==> src/verilog/nsx_pkg.sv <==
/*
 Package for the nibble-swap / xor / timer-mode datapath slice.
 Assumes a core that decodes instructions and supplies file register data.
*/
package nsx_pkg;
    localparam int NSX_DATA_W     = 8;
    localparam int NSX_ADDR_W     = 6;
    localparam logic [7:0] NSX_W_RESET  = 8'h00;
    localparam logic [7:0] NSX_TM_RESET = 8'h00;
    localparam logic       NSX_Z_RESET  = 1'b0;
    localparam int NSX_NIB_LO     = 0;
    localparam int NSX_NIB_HI     = 4;
    localparam logic NSX_DEST_W   = 1'b0;
    localparam logic NSX_DEST_F   = 1'b1;

    typedef enum logic [2:0] {
        NSX_OP_NONE = 3'b000,
        NSX_OP_SWAP = 3'b001,
        NSX_OP_LDTM = 3'b010,
        NSX_OP_RDTM = 3'b011,
        NSX_OP_XORI = 3'b100,
        NSX_OP_XORF = 3'b101
    } nsx_op_t;

    typedef struct packed {
        nsx_op_t    op;
        logic [5:0] faddr;
        logic       dest;
        logic [7:0] imm;
    } nsx_instr_t;

    typedef struct packed {
        logic       we;
        logic [5:0] addr;
        logic [7:0] data;
    } nsx_fwrite_t;
endpackage

==> src/verilog/nsx_datapath.sv <==
/*
 Execution slice: nibble swap, xor immediate / file register, timer mode moves.
 Assumes one instruction per SYS_CLK while INSTR_VALID; file data is read
 combinationally at the supplied address and written by the core from FWR.
*/
`timescale 1ns/1ps
`default_nettype none
module nsx_datapath (
    input  wire logic                SYS_CLK,
    input  wire logic                ARST_N,
    input  wire logic                INSTR_VALID,
    input  wire nsx_pkg::nsx_instr_t INSTR,
    input  wire logic [7:0]          FILE_RDATA,
    output logic [5:0]               FILE_RADDR,
    output nsx_pkg::nsx_fwrite_t     FWR,
    output logic [7:0]               WORK_REG,
    output logic [7:0]               TMODE_REG,
    output logic                     ZERO_FLAG
);
    import nsx_pkg::*;

    // Decoded strobes, all gated by INSTR_VALID
    logic        do_swap;
    logic        do_xori;
    logic        do_xorf;
    logic        do_rdtm;
    logic        do_ldtm;
    logic        to_file;
    logic        to_work;
    logic        set_zero;

    // Operand and result paths
    logic [7:0]  xor_lhs;
    logic [7:0]  xor_rhs;
    logic [7:0]  xor_out;
    logic [7:0]  swap_out;
    logic [7:0]  result;
    logic        result_zero;

    // State groups, each with its own next value
    logic [7:0]  w_reg;
    logic [7:0]  w_next;
    logic [7:0]  tm_reg;
    logic [7:0]  tm_next;
    logic        z_reg;
    logic        z_next;
    nsx_fwrite_t fw_reg;
    nsx_fwrite_t fw_next;

    function automatic logic [7:0] swap_nib(input logic [7:0] v);
        swap_nib = {v[NSX_NIB_LO +: 4], v[NSX_NIB_HI +: 4]};
    endfunction

    // Ops whose operand is the addressed file register
    function automatic logic op_reads_file(input nsx_op_t op);
        op_reads_file = (op == NSX_OP_SWAP) || (op == NSX_OP_XORF);
    endfunction

    // Swap and timer moves leave the zero flag alone
    function automatic logic op_sets_zero(input nsx_op_t op);
        op_sets_zero = (op == NSX_OP_XORI) || (op == NSX_OP_XORF);
    endfunction

    // Ops that load the working register whatever the dest bit
    function automatic logic op_fixed_work(input nsx_op_t op);
        op_fixed_work = (op == NSX_OP_XORI) || (op == NSX_OP_RDTM);
    endfunction

    assign FILE_RADDR = INSTR.faddr;

    // Instruction decode; codes 0, 6 and 7 fall through as no-ops
    always_comb begin
        do_swap  = 1'b0;
        do_xori  = 1'b0;
        do_xorf  = 1'b0;
        do_rdtm  = 1'b0;
        do_ldtm  = 1'b0;
        to_file  = 1'b0;
        to_work  = 1'b0;
        set_zero = 1'b0;
        if (INSTR_VALID) begin
            do_swap  = (INSTR.op == NSX_OP_SWAP);
            do_xori  = (INSTR.op == NSX_OP_XORI);
            do_xorf  = (INSTR.op == NSX_OP_XORF);
            do_rdtm  = (INSTR.op == NSX_OP_RDTM);
            do_ldtm  = (INSTR.op == NSX_OP_LDTM);

            // Dest bit only matters for file-operand ops
            if (op_reads_file(INSTR.op)) begin
                if (INSTR.dest == NSX_DEST_F) begin
                    to_file = 1'b1;
                end else begin
                    to_work = 1'b1;
                end
            end

            if (op_fixed_work(INSTR.op)) begin
                to_work = 1'b1;
            end
            set_zero = op_sets_zero(INSTR.op);
        end
    end

    // Immediate for xor-immediate, file data for xor-file
    always_comb begin
        xor_lhs = w_reg;
        if (do_xori) begin
            xor_rhs = INSTR.imm;
        end else begin
            xor_rhs = FILE_RDATA;
        end
    end

    // One xor cell per data bit
    genvar gi;
    generate
        for (gi = 0; gi < NSX_DATA_W; gi = gi + 1) begin : g_xor_bit
            assign xor_out[gi] = xor_lhs[gi] ^ xor_rhs[gi];
        end
    endgenerate

    // Pure move; no carry and no zero update
    assign swap_out = swap_nib(FILE_RDATA);

    // Result select; at most one op is active
    always_comb begin
        result = 8'h00;
        if (do_swap) begin
            result = swap_out;
        end else if (do_xori || do_xorf) begin
            result = xor_out;
        end else if (do_rdtm) begin
            result = tm_reg;
        end
    end

    assign result_zero = (result == 8'h00);

    // Working register
    always_comb begin
        w_next = w_reg;
        if (to_work) begin
            w_next = result;
        end
    end

    always_ff @(posedge SYS_CLK or negedge ARST_N) begin
        if (!ARST_N) begin
            w_reg <= NSX_W_RESET;
        end else begin
            w_reg <= w_next;
        end
    end

    // Timer-0 mode register; field meaning lives in the timer
    always_comb begin
        tm_next = tm_reg;
        if (do_ldtm) begin
            tm_next = w_reg;
        end
    end

    always_ff @(posedge SYS_CLK or negedge ARST_N) begin
        if (!ARST_N) begin
            tm_reg <= NSX_TM_RESET;
        end else begin
            tm_reg <= tm_next;
        end
    end

    // Zero flag, from the result whichever way it is routed
    always_comb begin
        z_next = z_reg;
        if (set_zero) begin
            z_next = result_zero;
        end
    end

    always_ff @(posedge SYS_CLK or negedge ARST_N) begin
        if (!ARST_N) begin
            z_reg <= NSX_Z_RESET;
        end else begin
            z_reg <= z_next;
        end
    end

    // File write strobe; the core performs the write a cycle later
    always_comb begin
        fw_next.we   = 1'b0;
        fw_next.addr = 6'h00;
        fw_next.data = 8'h00;
        if (to_file) begin
            fw_next.we   = 1'b1;
            fw_next.addr = INSTR.faddr;
            fw_next.data = result;
        end
    end

    always_ff @(posedge SYS_CLK or negedge ARST_N) begin
        if (!ARST_N) begin
            fw_reg.we   <= 1'b0;
            fw_reg.addr <= 6'h00;
            fw_reg.data <= 8'h00;
        end else begin
            fw_reg <= fw_next;
        end
    end

    // Core must forward a same-address read in the next cycle
    assign FWR       = fw_reg;
    assign WORK_REG  = w_reg;
    assign TMODE_REG = tm_reg;
    assign ZERO_FLAG = z_reg;
endmodule // nsx_datapath
`default_nettype wire

==> config.mk <==
export PLATFORM = sky130hd
export DESIGN_NAME = nsx_datapath
export DESIGN_NICKNAME = d
export VERILOG_FILES = /design/src/verilog/nsx_pkg.sv /design/src/verilog/nsx_datapath.sv
export SDC_FILE = /design/constraint.sdc
export NUM_CORES = 1
export LEC_CHECK = 0
export ABC_AREA = 1
export BUFFER_PORTS_ARGS = -buffer_cell sky130_fd_sc_hd__buf_4
export CORE_AREA = 2 2 76 60
export CTS_CLUSTER_DIAMETER = 100
export DETAILED_ROUTE_END_ITERATION = 16
export DIE_AREA = 0 0 78 62
export PLACE_DENSITY_LB_ADDON = 0.2
export SYNTH_ARGS = -nofsm -noshare
export SYNTH_HDL_FRONTEND = slang
export SYNTH_SLANG_ARGS = --single-unit
==> constraint.sdc <==
create_clock -name SYS_CLK -period 1.2 [get_ports SYS_CLK]
set_clock_uncertainty 0.15 [all_clocks]
set_input_delay 0.3 -clock SYS_CLK [delete_from_list [all_inputs] [get_ports SYS_CLK]]
set_output_delay 0.3 -clock SYS_CLK [all_outputs]
set_load 0.01 [all_outputs]
# After elaboration in Yosys (flattened, before gate mapping)

Index checks and enable logic that the tools add are counted.

Add/subtract/negate cells: 0
$mul: 0
Div/mod/pow operators: 0
Order comparisons: 0
Equality and inequality tests: 5
Shift-type cells: 0
Multiplexer cells: 18
Bitwise logic cells: 8
Reduce and logical (&&, ||, !) cells: 5

Operator list:

| kind                                           | number |
|---|---|
| 2-to-1 mux 8 bit                               | 4 |
| 2-to-1 mux 15 bit                              | 1 |
| 2-to-1 mux 1 bit                               | 13 |
| logical NOT 8 bit                              | 1 |
| bitwise XOR 1 bit                              | 8 |
| == test 3 x 2 -> 1 bit (second input constant) | 2 |
| == test 3 bit (second input constant)          | 2 |
| logical OR 1 bit                               | 4 |
| == test 3 x 1 -> 1 bit (second input constant) | 1 |

Bits in registers: 32
Latch bits: 0
Memory bits (writable): 0
Bits in read-only memories: 0
Bits of input ports: 29
Output and inout bits: 38
Logic and storage cells: 42
Memories kept: 0

# Longest topological paths before layout

Gate-level depths: netlist of run 1.

Word-level depth: 7
Mapped depth: 13
Depth with buffers taken out: 13

# Least setup slack after synthesis of run 1

OpenSTA, ideal clock, no wires.

Path type: input to register
Start: input INSTR[17] (netlist name)
End: register z_reg, in the netlist ZERO_FLAG
Library setup time: 0.065 ns
Arrival: 1.295 ns
Data required time: 0.985 ns
Setup slack: -0.310 ns
Cell stages on the path: 12
Path buffers: 2
Cell sequence: buf_2 -> nand3_2 -> buf_6 -> nand2_2 -> nand2_1 -> nand2_1 -> nand3_2 -> a21boi_2 -> nand2_1 -> nor2_1 -> nand2_1 -> nand2_1

Cells in the longest elaborated chain, start to end: 7
Elaborated cells between the ends (all ways): 24
Those cells by class: eq/ne: 4; mux: 9; bitwise: 8; reduce/logical: 3

RTL lines:

| element                | RTL line                               | source |
|---|---|---|
| start: declaration     | nsx_datapath.sv:12                     | `input wire nsx_pkg::nsx_instr_t INSTR,` |
| == test 3 bit          | nsx_datapath.sv:61, nsx_datapath.sv:83 |  |
| 2-to-1 mux 1 bit       | nsx_datapath.sv:81                     | `if (INSTR_VALID) begin` |
| 2-to-1 mux 8 bit       | nsx_datapath.sv:107                    | `if (do_xori) begin` |
| bitwise XOR 1 bit      | nsx_datapath.sv:118                    | `assign xor_out[gi] = xor_lhs[gi] ^ xor_rhs[gi];` |
| 2-to-1 mux 8 bit       | nsx_datapath.sv:130                    | `end else if (do_xori \|\| do_xorf) begin` |
| 2-to-1 mux 8 bit       | nsx_datapath.sv:128                    | `if (do_swap) begin` |
| logical NOT 8 bit      | nsx_datapath.sv:137                    | `assign result_zero = (result == 8'h00);` |
| end signal: assignment | nsx_datapath.sv:183                    | `z_reg <= z_next;` |
| end: declaration       | nsx_datapath.sv:45                     | `logic z_reg;` |

Parallel ways exist; a longest one is shown, timed or not.
A chain may end at the register's enable or synchronous reset.

# Worst setup path after layout of run 1

Start: input INSTR[16] (netlist name)
End: register z_reg, in the netlist ZERO_FLAG

Same word-level chain as after synthesis.

==> qor.txt, run 1 <==
MaxCap Viol Count -> 0
top post-synthesis cells by count -> 67 x nand2_1, 34 x inv_1, 32 x dfrtp_1
# fillers -> 332
setup TNS -> -4.40 ns
root buffer cell -> clkbuf_8
crit-path cells -> buf_8 -> nor2_4 -> nand3_4 -> buf_6 -> nand2_4 -> nand2_2 -> nand2_2 -> nand3_2 -> a21boi_2 -> nand2_1 -> nor2_1 -> nand2_1 -> nand2_1
met3 Use GR -> 0.0607
Final Max Tran Viols -> 0
met1 usage -> 0.277
Final Hold Vio Count -> 0
GR Overflow Total -> 0
antenna fix cells -> 0
critical path's most frequent cell -> nand2_1
# DRC -> 0
CP delay by family, top -> simple AND/OR/NAND/NOR gates
Slew @ Worst Pin -> 0.401 ns
post-DR wirelength/cell -> 13.5 µm
Routed Antenna Nets -> 0
Detailed Route WL -> 5.40 mm
clock sinks -> 32
Core ar. -> 4200 µm²
Storage cell area -> 801 µm²
top-count cell post-synth -> nand2_1
YS warnings -> 0
first-pass GRT wire length -> 8.05 mm
Worst path slowest cell -> a21boi_2
Skew-Pair Late Insertion Delay -> 0.30 ns
clock-pin slew on the worst setup and hold paths -> 0.08 ns
Setup CP Type -> primary input to flip-flop
Tmin final -> 1.42 ns
pwr dens -> 1060 nW/µm²
Yosys top cell area share -> 0.477
TritonCTS clock tree -> built
htree depth -> 2
critical path required time -> 1.29 ns
global-route usage over all layers -> 0.222
Max FO, Critical Path -> 6
CP Capture Type -> flip-flop
top_reg_cell synth -> dfrtp_1
Post-Syn Area -> 1680 µm²
detailed-route via count -> 1,909
Placed Area -> 2520 µm²
post-synthesis register bit count -> 32
violated checks -> setup timing
headroom to the max-slew limit -> 0.733
GR peak layer -> met2
final setup fails -> 49
die footprint -> 4840 µm²
via count of the first global-routing pass -> 1,802
synth top area cells -> dfrtp_1 48%, nand2_1 15%, inv_1 7.6%, nand3_1 6.0%, o21ai_0 5.4%
die height -> 62 µm
Vias/cell -> 4.77
cell taking the most area after synthesis -> dfrtp_1
largest net degree at the start of global routing -> 33
largest stage delay on the critical path -> 0.19 ns
Bufs and invs on worst path -> 2
RSZ-0062 raised after global routing -> true
area occupied by multi-input gates -> 792 µm²
Avg Inst Size Synth -> 7.59 µm²
DR iter-0 viols -> 113
number of synthesized flops with an enable pin -> 0
Fmax -> 706 MHz
syn_nets -> 250
Ports -> 67
Final nets -> 371
clk buf depth -> 2
total CTS buffers -> 5
worst path arrival time -> 1.51 ns
static power due to leakage -> 0.00166 µW
worst hold path class -> primary input to flip-flop
layout cells sized above 1 -> 0.496
maximum VDD drop -> 1.11 mV
FF-to-FF setup slack -> -0.18 ns
PortBufs -> 66
Area Overhead vs Synth -> 79.8%
dpl hpwl -> 3.61 mm
run status -> finished with violations
Finished Cell Area -> 3020 µm²
Routability Congestion -> 0.857
DRT Pass-1 Iters -> 5
Worst setup SP type -> primary input
asr flop ratio synth -> 1.00
met2 GRT Util -> 0.383
sequential area share after synthesis -> 0.477
part of the cycle the worst path needs -> 1.18
antenna violations before repair -> 0
FP Rows -> 21
Die Wd -> 78 µm
Cell variety after synth -> 22
Final Worst Setup Slack -> -0.216 ns
Post-Synthesis Cells -> 221
Initial Util -> 0.399
==> flip-flops by register name, indices dropped and copies added (netlist names) <==
| name | flops |
|---|---|
| FWR | 15 |
| TMODE_REG | 8 |
| WORK_REG | 8 |
| ZERO_FLAG | 1 |
==> worst reg2reg max path: stages, from the launching register on <==
cell and delay [ns]:
dfrtp_1 0.40, buf_4 0.16, inv_2 0.06, nand3_1 0.07, nand3_1 0.08, nand2_2 0.08, nor2_4 0.09, nand2_1 0.05
nor2_1 0.10, nand2_1 0.05, nand2_1 0.06
==> path summary, 6_finish.rpt <==
check | from | to | cells after the start
setup / recovery | INSTR[16] | ZERO_FLAG | 13
hold / removal | INSTR[14] | FWR[13] | 3
setup reg to reg | WORK_REG[4] | ZERO_FLAG | 10
hold reg to reg | TMODE_REG[1] | TMODE_REG[1] | 2
max in group asynchronous | ARST_N | WORK_REG[2] | 2
min in group asynchronous | ARST_N | ZERO_FLAG | 2
==> metal layers <==
layer  part of all wire  up-vias
li1                   -      935
met1               0.43      886
met2               0.49       81
met3              0.070        7
met4              0.010        0
met5                  0        -
==> cell type report <==
class / instances / area share
repair buffers: 124 / 0.368
flip-flops and latches: 32 / 0.265
multi-input cells: 145 / 0.263
inverters: 34 / 0.0444
clock buffers: 6 / 0.0241
well taps: 57 / 0.0236
clock inverters: 2 / 0.0116
==> per-stage QoR <==
stage / setup slack [ns] / power (µW) / hold slack (ns) / utilization / cells
final: -0.216 / 3190 / 0.0791 / 0.718 / 400
after global placement: -0.518 / 1910 / 0.109 / 0.600 / 374
after global routing: -0.359 / 3330 / 0.0763 / 0.718 / 400
after CTS: -0.211 / 3140 / 0.0752 / 0.699 / 397
after floorplan: -0.267 / 1510 / -0.146 / - / 221
after detailed placement: -0.547 / 1920 / 0.112 / 0.600 / 374
==> cells by family after synthesis <==
group           count (synthesis)  synth area share
compound gates                 22            0.0708
simple gates                  122             0.332
buf+inv                        45             0.120
flops                          32             0.477
==> cells in the final DEF, fill, tap and decap left out, drive strengths merged, types with 2 or more instances in the layout <==
master / instances
inv: 33
or2: 2
nand2: 71
dfrtp: 32
buf: 123
o21ai: 19
nand4: 5
clkbuf: 6
nand3: 25
nor2: 18
==> where the power goes <==
group / leakage [µW] / internal [µW] / total (µW) / switching, µW
combinational: 0.00117 / 517 / 918 / 402
sequential: 0.000438 / 1160 / 1230 / 72.0
clock: 0.0000552 / 616 / 1040 / 425
total: 0.00166 / 2290 / 3190 / 899
==> timing repair <==
| item | 4_1_cts | 5_1_grt |
|---|---|---|
| resized for setup | 58 | 23 |
| setup buffers | 14 | 2 |
| endpoints found under the setup margin | 49 | 60 |
| endpoints found under the hold margin | 32 | 0 |
| pin swaps | 15 | 12 |
| hold buffers | 1 | 0 |
| cloned | 0 | 1 |
Power figures use the tool's default switching activity.
==> run 2, diff against run 1 <==
==> constraint.sdc (replaced) <==
create_clock -name SYS_CLK -period 1.2 [get_ports SYS_CLK]
set_clock_uncertainty 0.15 [all_clocks]
set_input_delay 0 -clock SYS_CLK [delete_from_list [all_inputs] [get_ports SYS_CLK]]
set_output_delay 0 -clock SYS_CLK [all_outputs]
set_load 0.01 [all_outputs]
==> run 2 against run 1 <==
The flow finishes with violations (hold timing, setup timing). First-iteration DRC count decreased by 52%. Wire length shrank 4.1%. Via count is 0.31% lower. Die area stayed put. Sequential power barely moved. Cell count did not move.
==> qor.txt, run 2 (synthesis results as in run 1) <==
detailed-route via count -> 1,903
Slew @ Worst Pin -> 0.408 ns
Final nets -> 371
MaxCap Viol Count -> 0
Routed Antenna Nets -> 0
Tmin final -> 1.32 ns
critical path required time -> 1.28 ns
leading cell type in the layout, fill and taps excluded -> buf_4
final total power -> 3160 µW
Final Hold Vio Count -> 2
Vias/cell -> 4.76
global-route usage over all layers -> 0.210
Setup CP Type -> flip-flop to flip-flop
reg2reg end -> ZERO_FLAG
Initial Util -> 0.399
clk buf depth -> 2
Ports -> 67
DRT Pass-1 Iters -> 4
PortBufs -> 66
Hold Worst Slack -> -0.0572 ns
part of the cycle the worst path needs -> 1.10
CP delay by family, top -> simple AND/OR/NAND/NOR gates
Placed Area -> 2470 µm²
antenna violations before repair -> 0
FP Rows -> 21
setup TNS -> -0.338 ns
TritonCTS clock tree -> built
R2R cell count -> 9
WHS Endpoint -> FWR[3]
Die Wd -> 78 µm
antenna fix cells -> 0
FF-to-FF setup slack -> -0.12 ns
htree depth -> 2
headroom to the max-slew limit -> 0.728
CP Capture Type -> flip-flop
GR Overflow Total -> 0
most frequent cells in the layout -> 101 x buf_4, 56 x nand2_1, 32 x dfrtp_1
WHS Path Cells -> 5
post-DR wirelength/cell -> 12.9 µm
launch point of the critical path -> WORK_REG[3]
Finished Cell Area -> 3010 µm²
root buffer cell -> clkbuf_8
total CTS buffers -> 5
DR iter-0 viols -> 54
Worst setup SP type -> flip-flop
via count of the first global-routing pass -> 1,713
layout cells sized above 1 -> 0.528
Worst path slowest cell -> dfrtp_1
worst hold path class -> primary input to flip-flop
Fmax -> 756 MHz
Max FO, Critical Path -> 3
clock-pin slew on the worst setup and hold paths -> 0.07 ns
Skew-Pair Late Insertion Delay -> 0.29 ns
dpl hpwl -> 3.51 mm
static power due to leakage -> 0.00170 µW
run status -> finished with violations
largest net degree at the start of global routing -> 33
Final Max Tran Viols -> 0
Largest register FFs -> 15
violated checks -> hold timing, setup timing
Bufs and invs on worst path -> 1
CTS hold repair buffers -> 10
hold_sp -> INSTR[8]
pwr dens -> 1050 nW/µm²
Core ar. -> 4200 µm²
Final Worst Setup Slack -> -0.122 ns
die height -> 62 µm
Routability Congestion -> 0.933
Place WS -> -0.274 ns
worst path arrival time -> 1.40 ns
Detailed Route WL -> 5.18 mm
largest stage delay on the critical path -> 0.42 ns
die footprint -> 4840 µm²
final setup fails -> 7
# DRC -> 0
RSZ-0062 raised after global routing -> true
maximum VDD drop -> 0.918 mV
crit-path cells -> inv_2 -> nand3_2 -> nand3_2 -> nand2_2 -> nor2_4 -> nand2_1 -> nor2_1 -> nand2_1 -> nand2_1
Area Overhead vs Synth -> 79.1%
first-pass GRT wire length -> 7.75 mm
FF-to-FF Start -> WORK_REG[3]
clock sinks -> 32
critical path's most frequent cell -> nand2_1
## run 2: changes by cell type in the layout (fill, tap and decap cells not counted), moves of 4 or more
cell,previous run,this run
dlygate4sd3_1,1,10
nand3_1,17,4
o21ai_1,10,4
nand2_2,8,12
buf_6,42,12
buf_4,79,101
nand2_1,62,56
nand3_2,5,17
o21ai_0,4,9
inv_2,5,9
## run 2: stage by stage
stage	std cells	utilization
final	400	0.715
after detailed placement	369	0.587
after floorplan	221	-
after CTS	393	0.662
after global placement	369	0.587
after global routing	400	0.715
## run 2: routing by layer
metal  up-vias  wire length [µm]  GRT usage
met5         -                 0          0
li1        931                 -          -
met1       901              2230      0.278
met2        65              2600      0.363
met4         0                51     0.0576
met3         6               295     0.0405
## run 2: layout make-up
| cell class | count | area (µm²) |
|---|---|---|
| Clock buffer | 5 | 68.8 |
| Clock inverter | 3 | 42.5 |
| Fill cell | 325 | 1200 |
| Inverter | 34 | 128 |
| Multi-Input combinational cell | 144 | 861 |
| Sequential cell | 32 | 801 |
| Tap cell | 57 | 71.3 |
| Timing Repair Buffer | 125 | 1030 |
## run 2: what timing repair did
action | CTS | global route
resized for setup | 21 | 54
setup endpoints to repair | 11 | 18
endpoints found under the hold margin | 47 | 1
pin swaps | 7 | 18
buffers inserted | 6 | 8
## run 2: worst max-delay path by stage
stage	slack, ns	cells past startpoint	to
finish	-0.12	9	ZERO_FLAG
global route	-0.21	9	ZERO_FLAG
CTS	-0.11	9	ZERO_FLAG
detailed placement	-0.27	13	ZERO_FLAG
global placement	-0.23	13	ZERO_FLAG
floorplan	-0.03	9	ZERO_FLAG
## run 2: worst min-delay path, cell delays in order
cell and delay (ns):
buf_4 0.11, nand2_1 0.08, nor2_2 0.06, o21ai_2 0.06
inv_1 0.04
## run 2: where the power goes
group / switching (µW) / leakage [µW] / internal [µW]
clock: 434 / 0.0000541 / 614
combinational: 399 / 0.00121 / 481
sequential: 73.0 / 0.000438 / 1160
total: 905 / 0.00170 / 2250
==> run 3, diff against run 2 <==
--- a/config.mk
+++ b/config.mk
@@ -7,10 +7,10 @@
 export LEC_CHECK = 0
 export ABC_AREA = 1
 export BUFFER_PORTS_ARGS = -buffer_cell sky130_fd_sc_hd__buf_4
-export CORE_AREA = 2 2 76 60
+export CORE_AREA = 2 2 72 57
 export CTS_CLUSTER_DIAMETER = 100
 export DETAILED_ROUTE_END_ITERATION = 16
-export DIE_AREA = 0 0 78 62
+export DIE_AREA = 0 0 74 59
 export PLACE_DENSITY_LB_ADDON = 0.2
 export SYNTH_ARGS = -nofsm -noshare
 export SYNTH_HDL_FRONTEND = slang
==> constraint.sdc (replaced) <==
create_clock -name SYS_CLK -period 1.4 [get_ports SYS_CLK]
set_clock_uncertainty 0.15 [all_clocks]
set_input_delay 0 -clock SYS_CLK [delete_from_list [all_inputs] [get_ports SYS_CLK]]
set_output_delay 0 -clock SYS_CLK [all_outputs]
set_load 0.01 [all_outputs]
==> run 3 against run 2 <==
The flow finishes with violations (hold timing). Critical path depth is the same. Sequential share of layout area increased by 3.6 points. Cell count is 6.0% lower. Combinational power decreased by 35%. Design area fell by 12%. Total power decreased by 20%. Critical path type unchanged. Critical endpoint unchanged.
==> qor.txt, run 3 (synthesis results as in run 1) <==
Hold Worst Slack -> -0.000556 ns
first-pass GRT wire length -> 7.23 mm
pwr dens -> 951 nW/µm²
area occupied by multi-input gates -> 718 µm²
final setup fails -> 0
leading cell type in the layout, fill and taps excluded -> buf_4
most frequent cells in the layout -> 95 x buf_4, 67 x nand2_1, 32 x dfrtp_1, 32 x inv_1, 18 x o21ai_0
Final Non-Filler Cells -> 376
Initial Util -> 0.467
antenna fix cells -> 0
antenna violations before repair -> 0
die footprint -> 4370 µm²
Final Hold Vio Count -> 1
crit-path cells -> inv_2 -> nand3_2 -> nand3_2 -> nand3_2 -> nor2_2 -> nand2_1 -> nor2_1 -> nand2_1 -> nand2_1
clk buf depth -> 2
dpl hpwl -> 3.23 mm
global-route usage over all layers -> 0.223
DRT Pass-1 Iters -> 4
DR iter-0 viols -> 127
part of the cycle the worst path needs -> 0.981
Vias/cell -> 4.76
Max FO, Critical Path -> 3
CP delay by family, top -> simple AND/OR/NAND/NOR gates
largest net degree at the start of global routing -> 33
root buffer cell -> clkbuf_8
static power due to leakage -> 0.00152 µW
PortBufs -> 66
CP Capture Type -> flip-flop
Skew-Pair Late Insertion Delay -> 0.29 ns
FP Rows -> 19
Largest register FFs -> 15
violated checks -> hold timing
Placed Cells -> 351
Worst setup SP type -> flip-flop
GR Overflow Total -> 0
Detailed Route WL -> 4.75 mm
maximum VDD drop -> 0.679 mV
clock-pin slew on the worst setup and hold paths -> 0.07 ns
Die Wd -> 74 µm
Setup CP Type -> flip-flop to flip-flop
total CTS buffers -> 5
htree depth -> 2
detailed-route via count -> 1,789
Final nets -> 352
RSZ-0062 raised after global routing -> true
MaxCap Viol Count -> 0
Routed Antenna Nets -> 0
largest stage delay on the critical path -> 0.40 ns
TritonCTS clock tree -> built
Bufs and invs on worst path -> 1
Ports -> 67
Final Max Tran Viols -> 0
run status -> finished with violations
Fmax -> 728 MHz
Tmin final -> 1.37 ns
critical path required time -> 1.48 ns
Storage cell area -> 801 µm²
Routability Congestion -> 0.828
Area Overhead vs Synth -> 57.7%
post-DR wirelength/cell -> 12.6 µm
Slew @ Worst Pin -> 0.406 ns
# DRC -> 0
die height -> 59 µm
# fillers -> 294
via count of the first global-routing pass -> 1,606
Core ar. -> 3590 µm²
worst path arrival time -> 1.46 ns
worst hold path class -> primary input to flip-flop
clock sinks -> 32
layout cells sized above 1 -> 0.389
Worst path slowest cell -> dfrtp_1
headroom to the max-slew limit -> 0.730
-- run 3: cell types whose count changed in the layout (fill, tap and decap cells not counted), moves of 3 or more --
cell | before | now
nand2_4 | 3 | 0
inv_2 | 9 | 2
o21ai_1 | 4 | 1
o21ai_0 | 9 | 18
buf_4 | 101 | 95
nand2_1 | 56 | 67
o21ai_2 | 6 | 0
inv_1 | 25 | 32
nand3_1 | 4 | 14
nand2_2 | 12 | 4
nand3_2 | 17 | 9
buf_6 | 12 | 0
-- run 3: stage by stage --
stage | utilization | total power (µW) | setup WS, ns | instance area (µm²) | TNS (ns)
2_1_floorplan | - | 1280 | 0.159 | 1680 | 0
3_3_place_gp | 0.651 | 1570 | -0.0952 | 2340 | -0.131
3_5_place_dp | 0.651 | 1570 | -0.101 | 2340 | -0.265
4_1_cts | 0.713 | 2480 | 0.00479 | 2560 | 0
5_1_grt | 0.737 | 2650 | -0.0480 | 2650 | -0.119
6_report | 0.737 | 2520 | 0.0261 | 2650 | 0
-- run 3: tightest hold or removal path: stages --
cell	delay, ns
buf_4	0.10
nand2_1	0.06
nand3_2	0.11
nand2_1	0.05
o21ai_0	0.07
-- run 3: routing by layer --
| metal | vias up | share of wire | global-route usage |
|---|---|---|---|
| met2 | 79 | 0.46 | 0.346 |
| li1 | 893 | - | - |
| met4 | 0 | 0.010 | 0.0779 |
| met3 | 7 | 0.092 | 0.0544 |
| met1 | 810 | 0.44 | 0.307 |
| met5 | - | 0 | 0 |
-- run 3: path summary, 6_finish.rpt --
check                         startpoint     endpoint  slack (ns)  depth (start not counted)
setup / recovery             WORK_REG[7]    ZERO_FLAG        0.03                          9
hold / removal             FILE_RDATA[1]  WORK_REG[5]     -0.0006                          5
setup reg to reg             WORK_REG[7]    ZERO_FLAG        0.03                          9
hold reg to reg                ZERO_FLAG    ZERO_FLAG        0.35                          2
max in group asynchronous         ARST_N  WORK_REG[4]        0.76                          2
min in group asynchronous         ARST_N       FWR[1]        0.05                          2
-- run 3: what timing repair did --
action / in CTS / in global routing
pin swaps: 0 / 6
endpoints found under the setup margin: 1 / 4
hold buffers: 11 / 0
endpoints found under the hold margin: 45 / 0
buffers inserted: 0 / 6
gates resized for setup: 1 / 10
gates cloned: 0 / 0
-- run 3: final cells by class --
type,count,share of cell area
inverters,34,0.0482
clock buffers,5,0.0260
flip-flops and latches,32,0.303
clock inverters,3,0.0161
multi-input cells,144,0.271
repair buffers,106,0.311
well taps,52,0.0246
-- run 3: power by group --
part	switching (µW)	internal, µW	leakage (µW)
sequential	58.6	994	0.000438
combinational	281	296	0.00103
clock	361	526	0.0000541
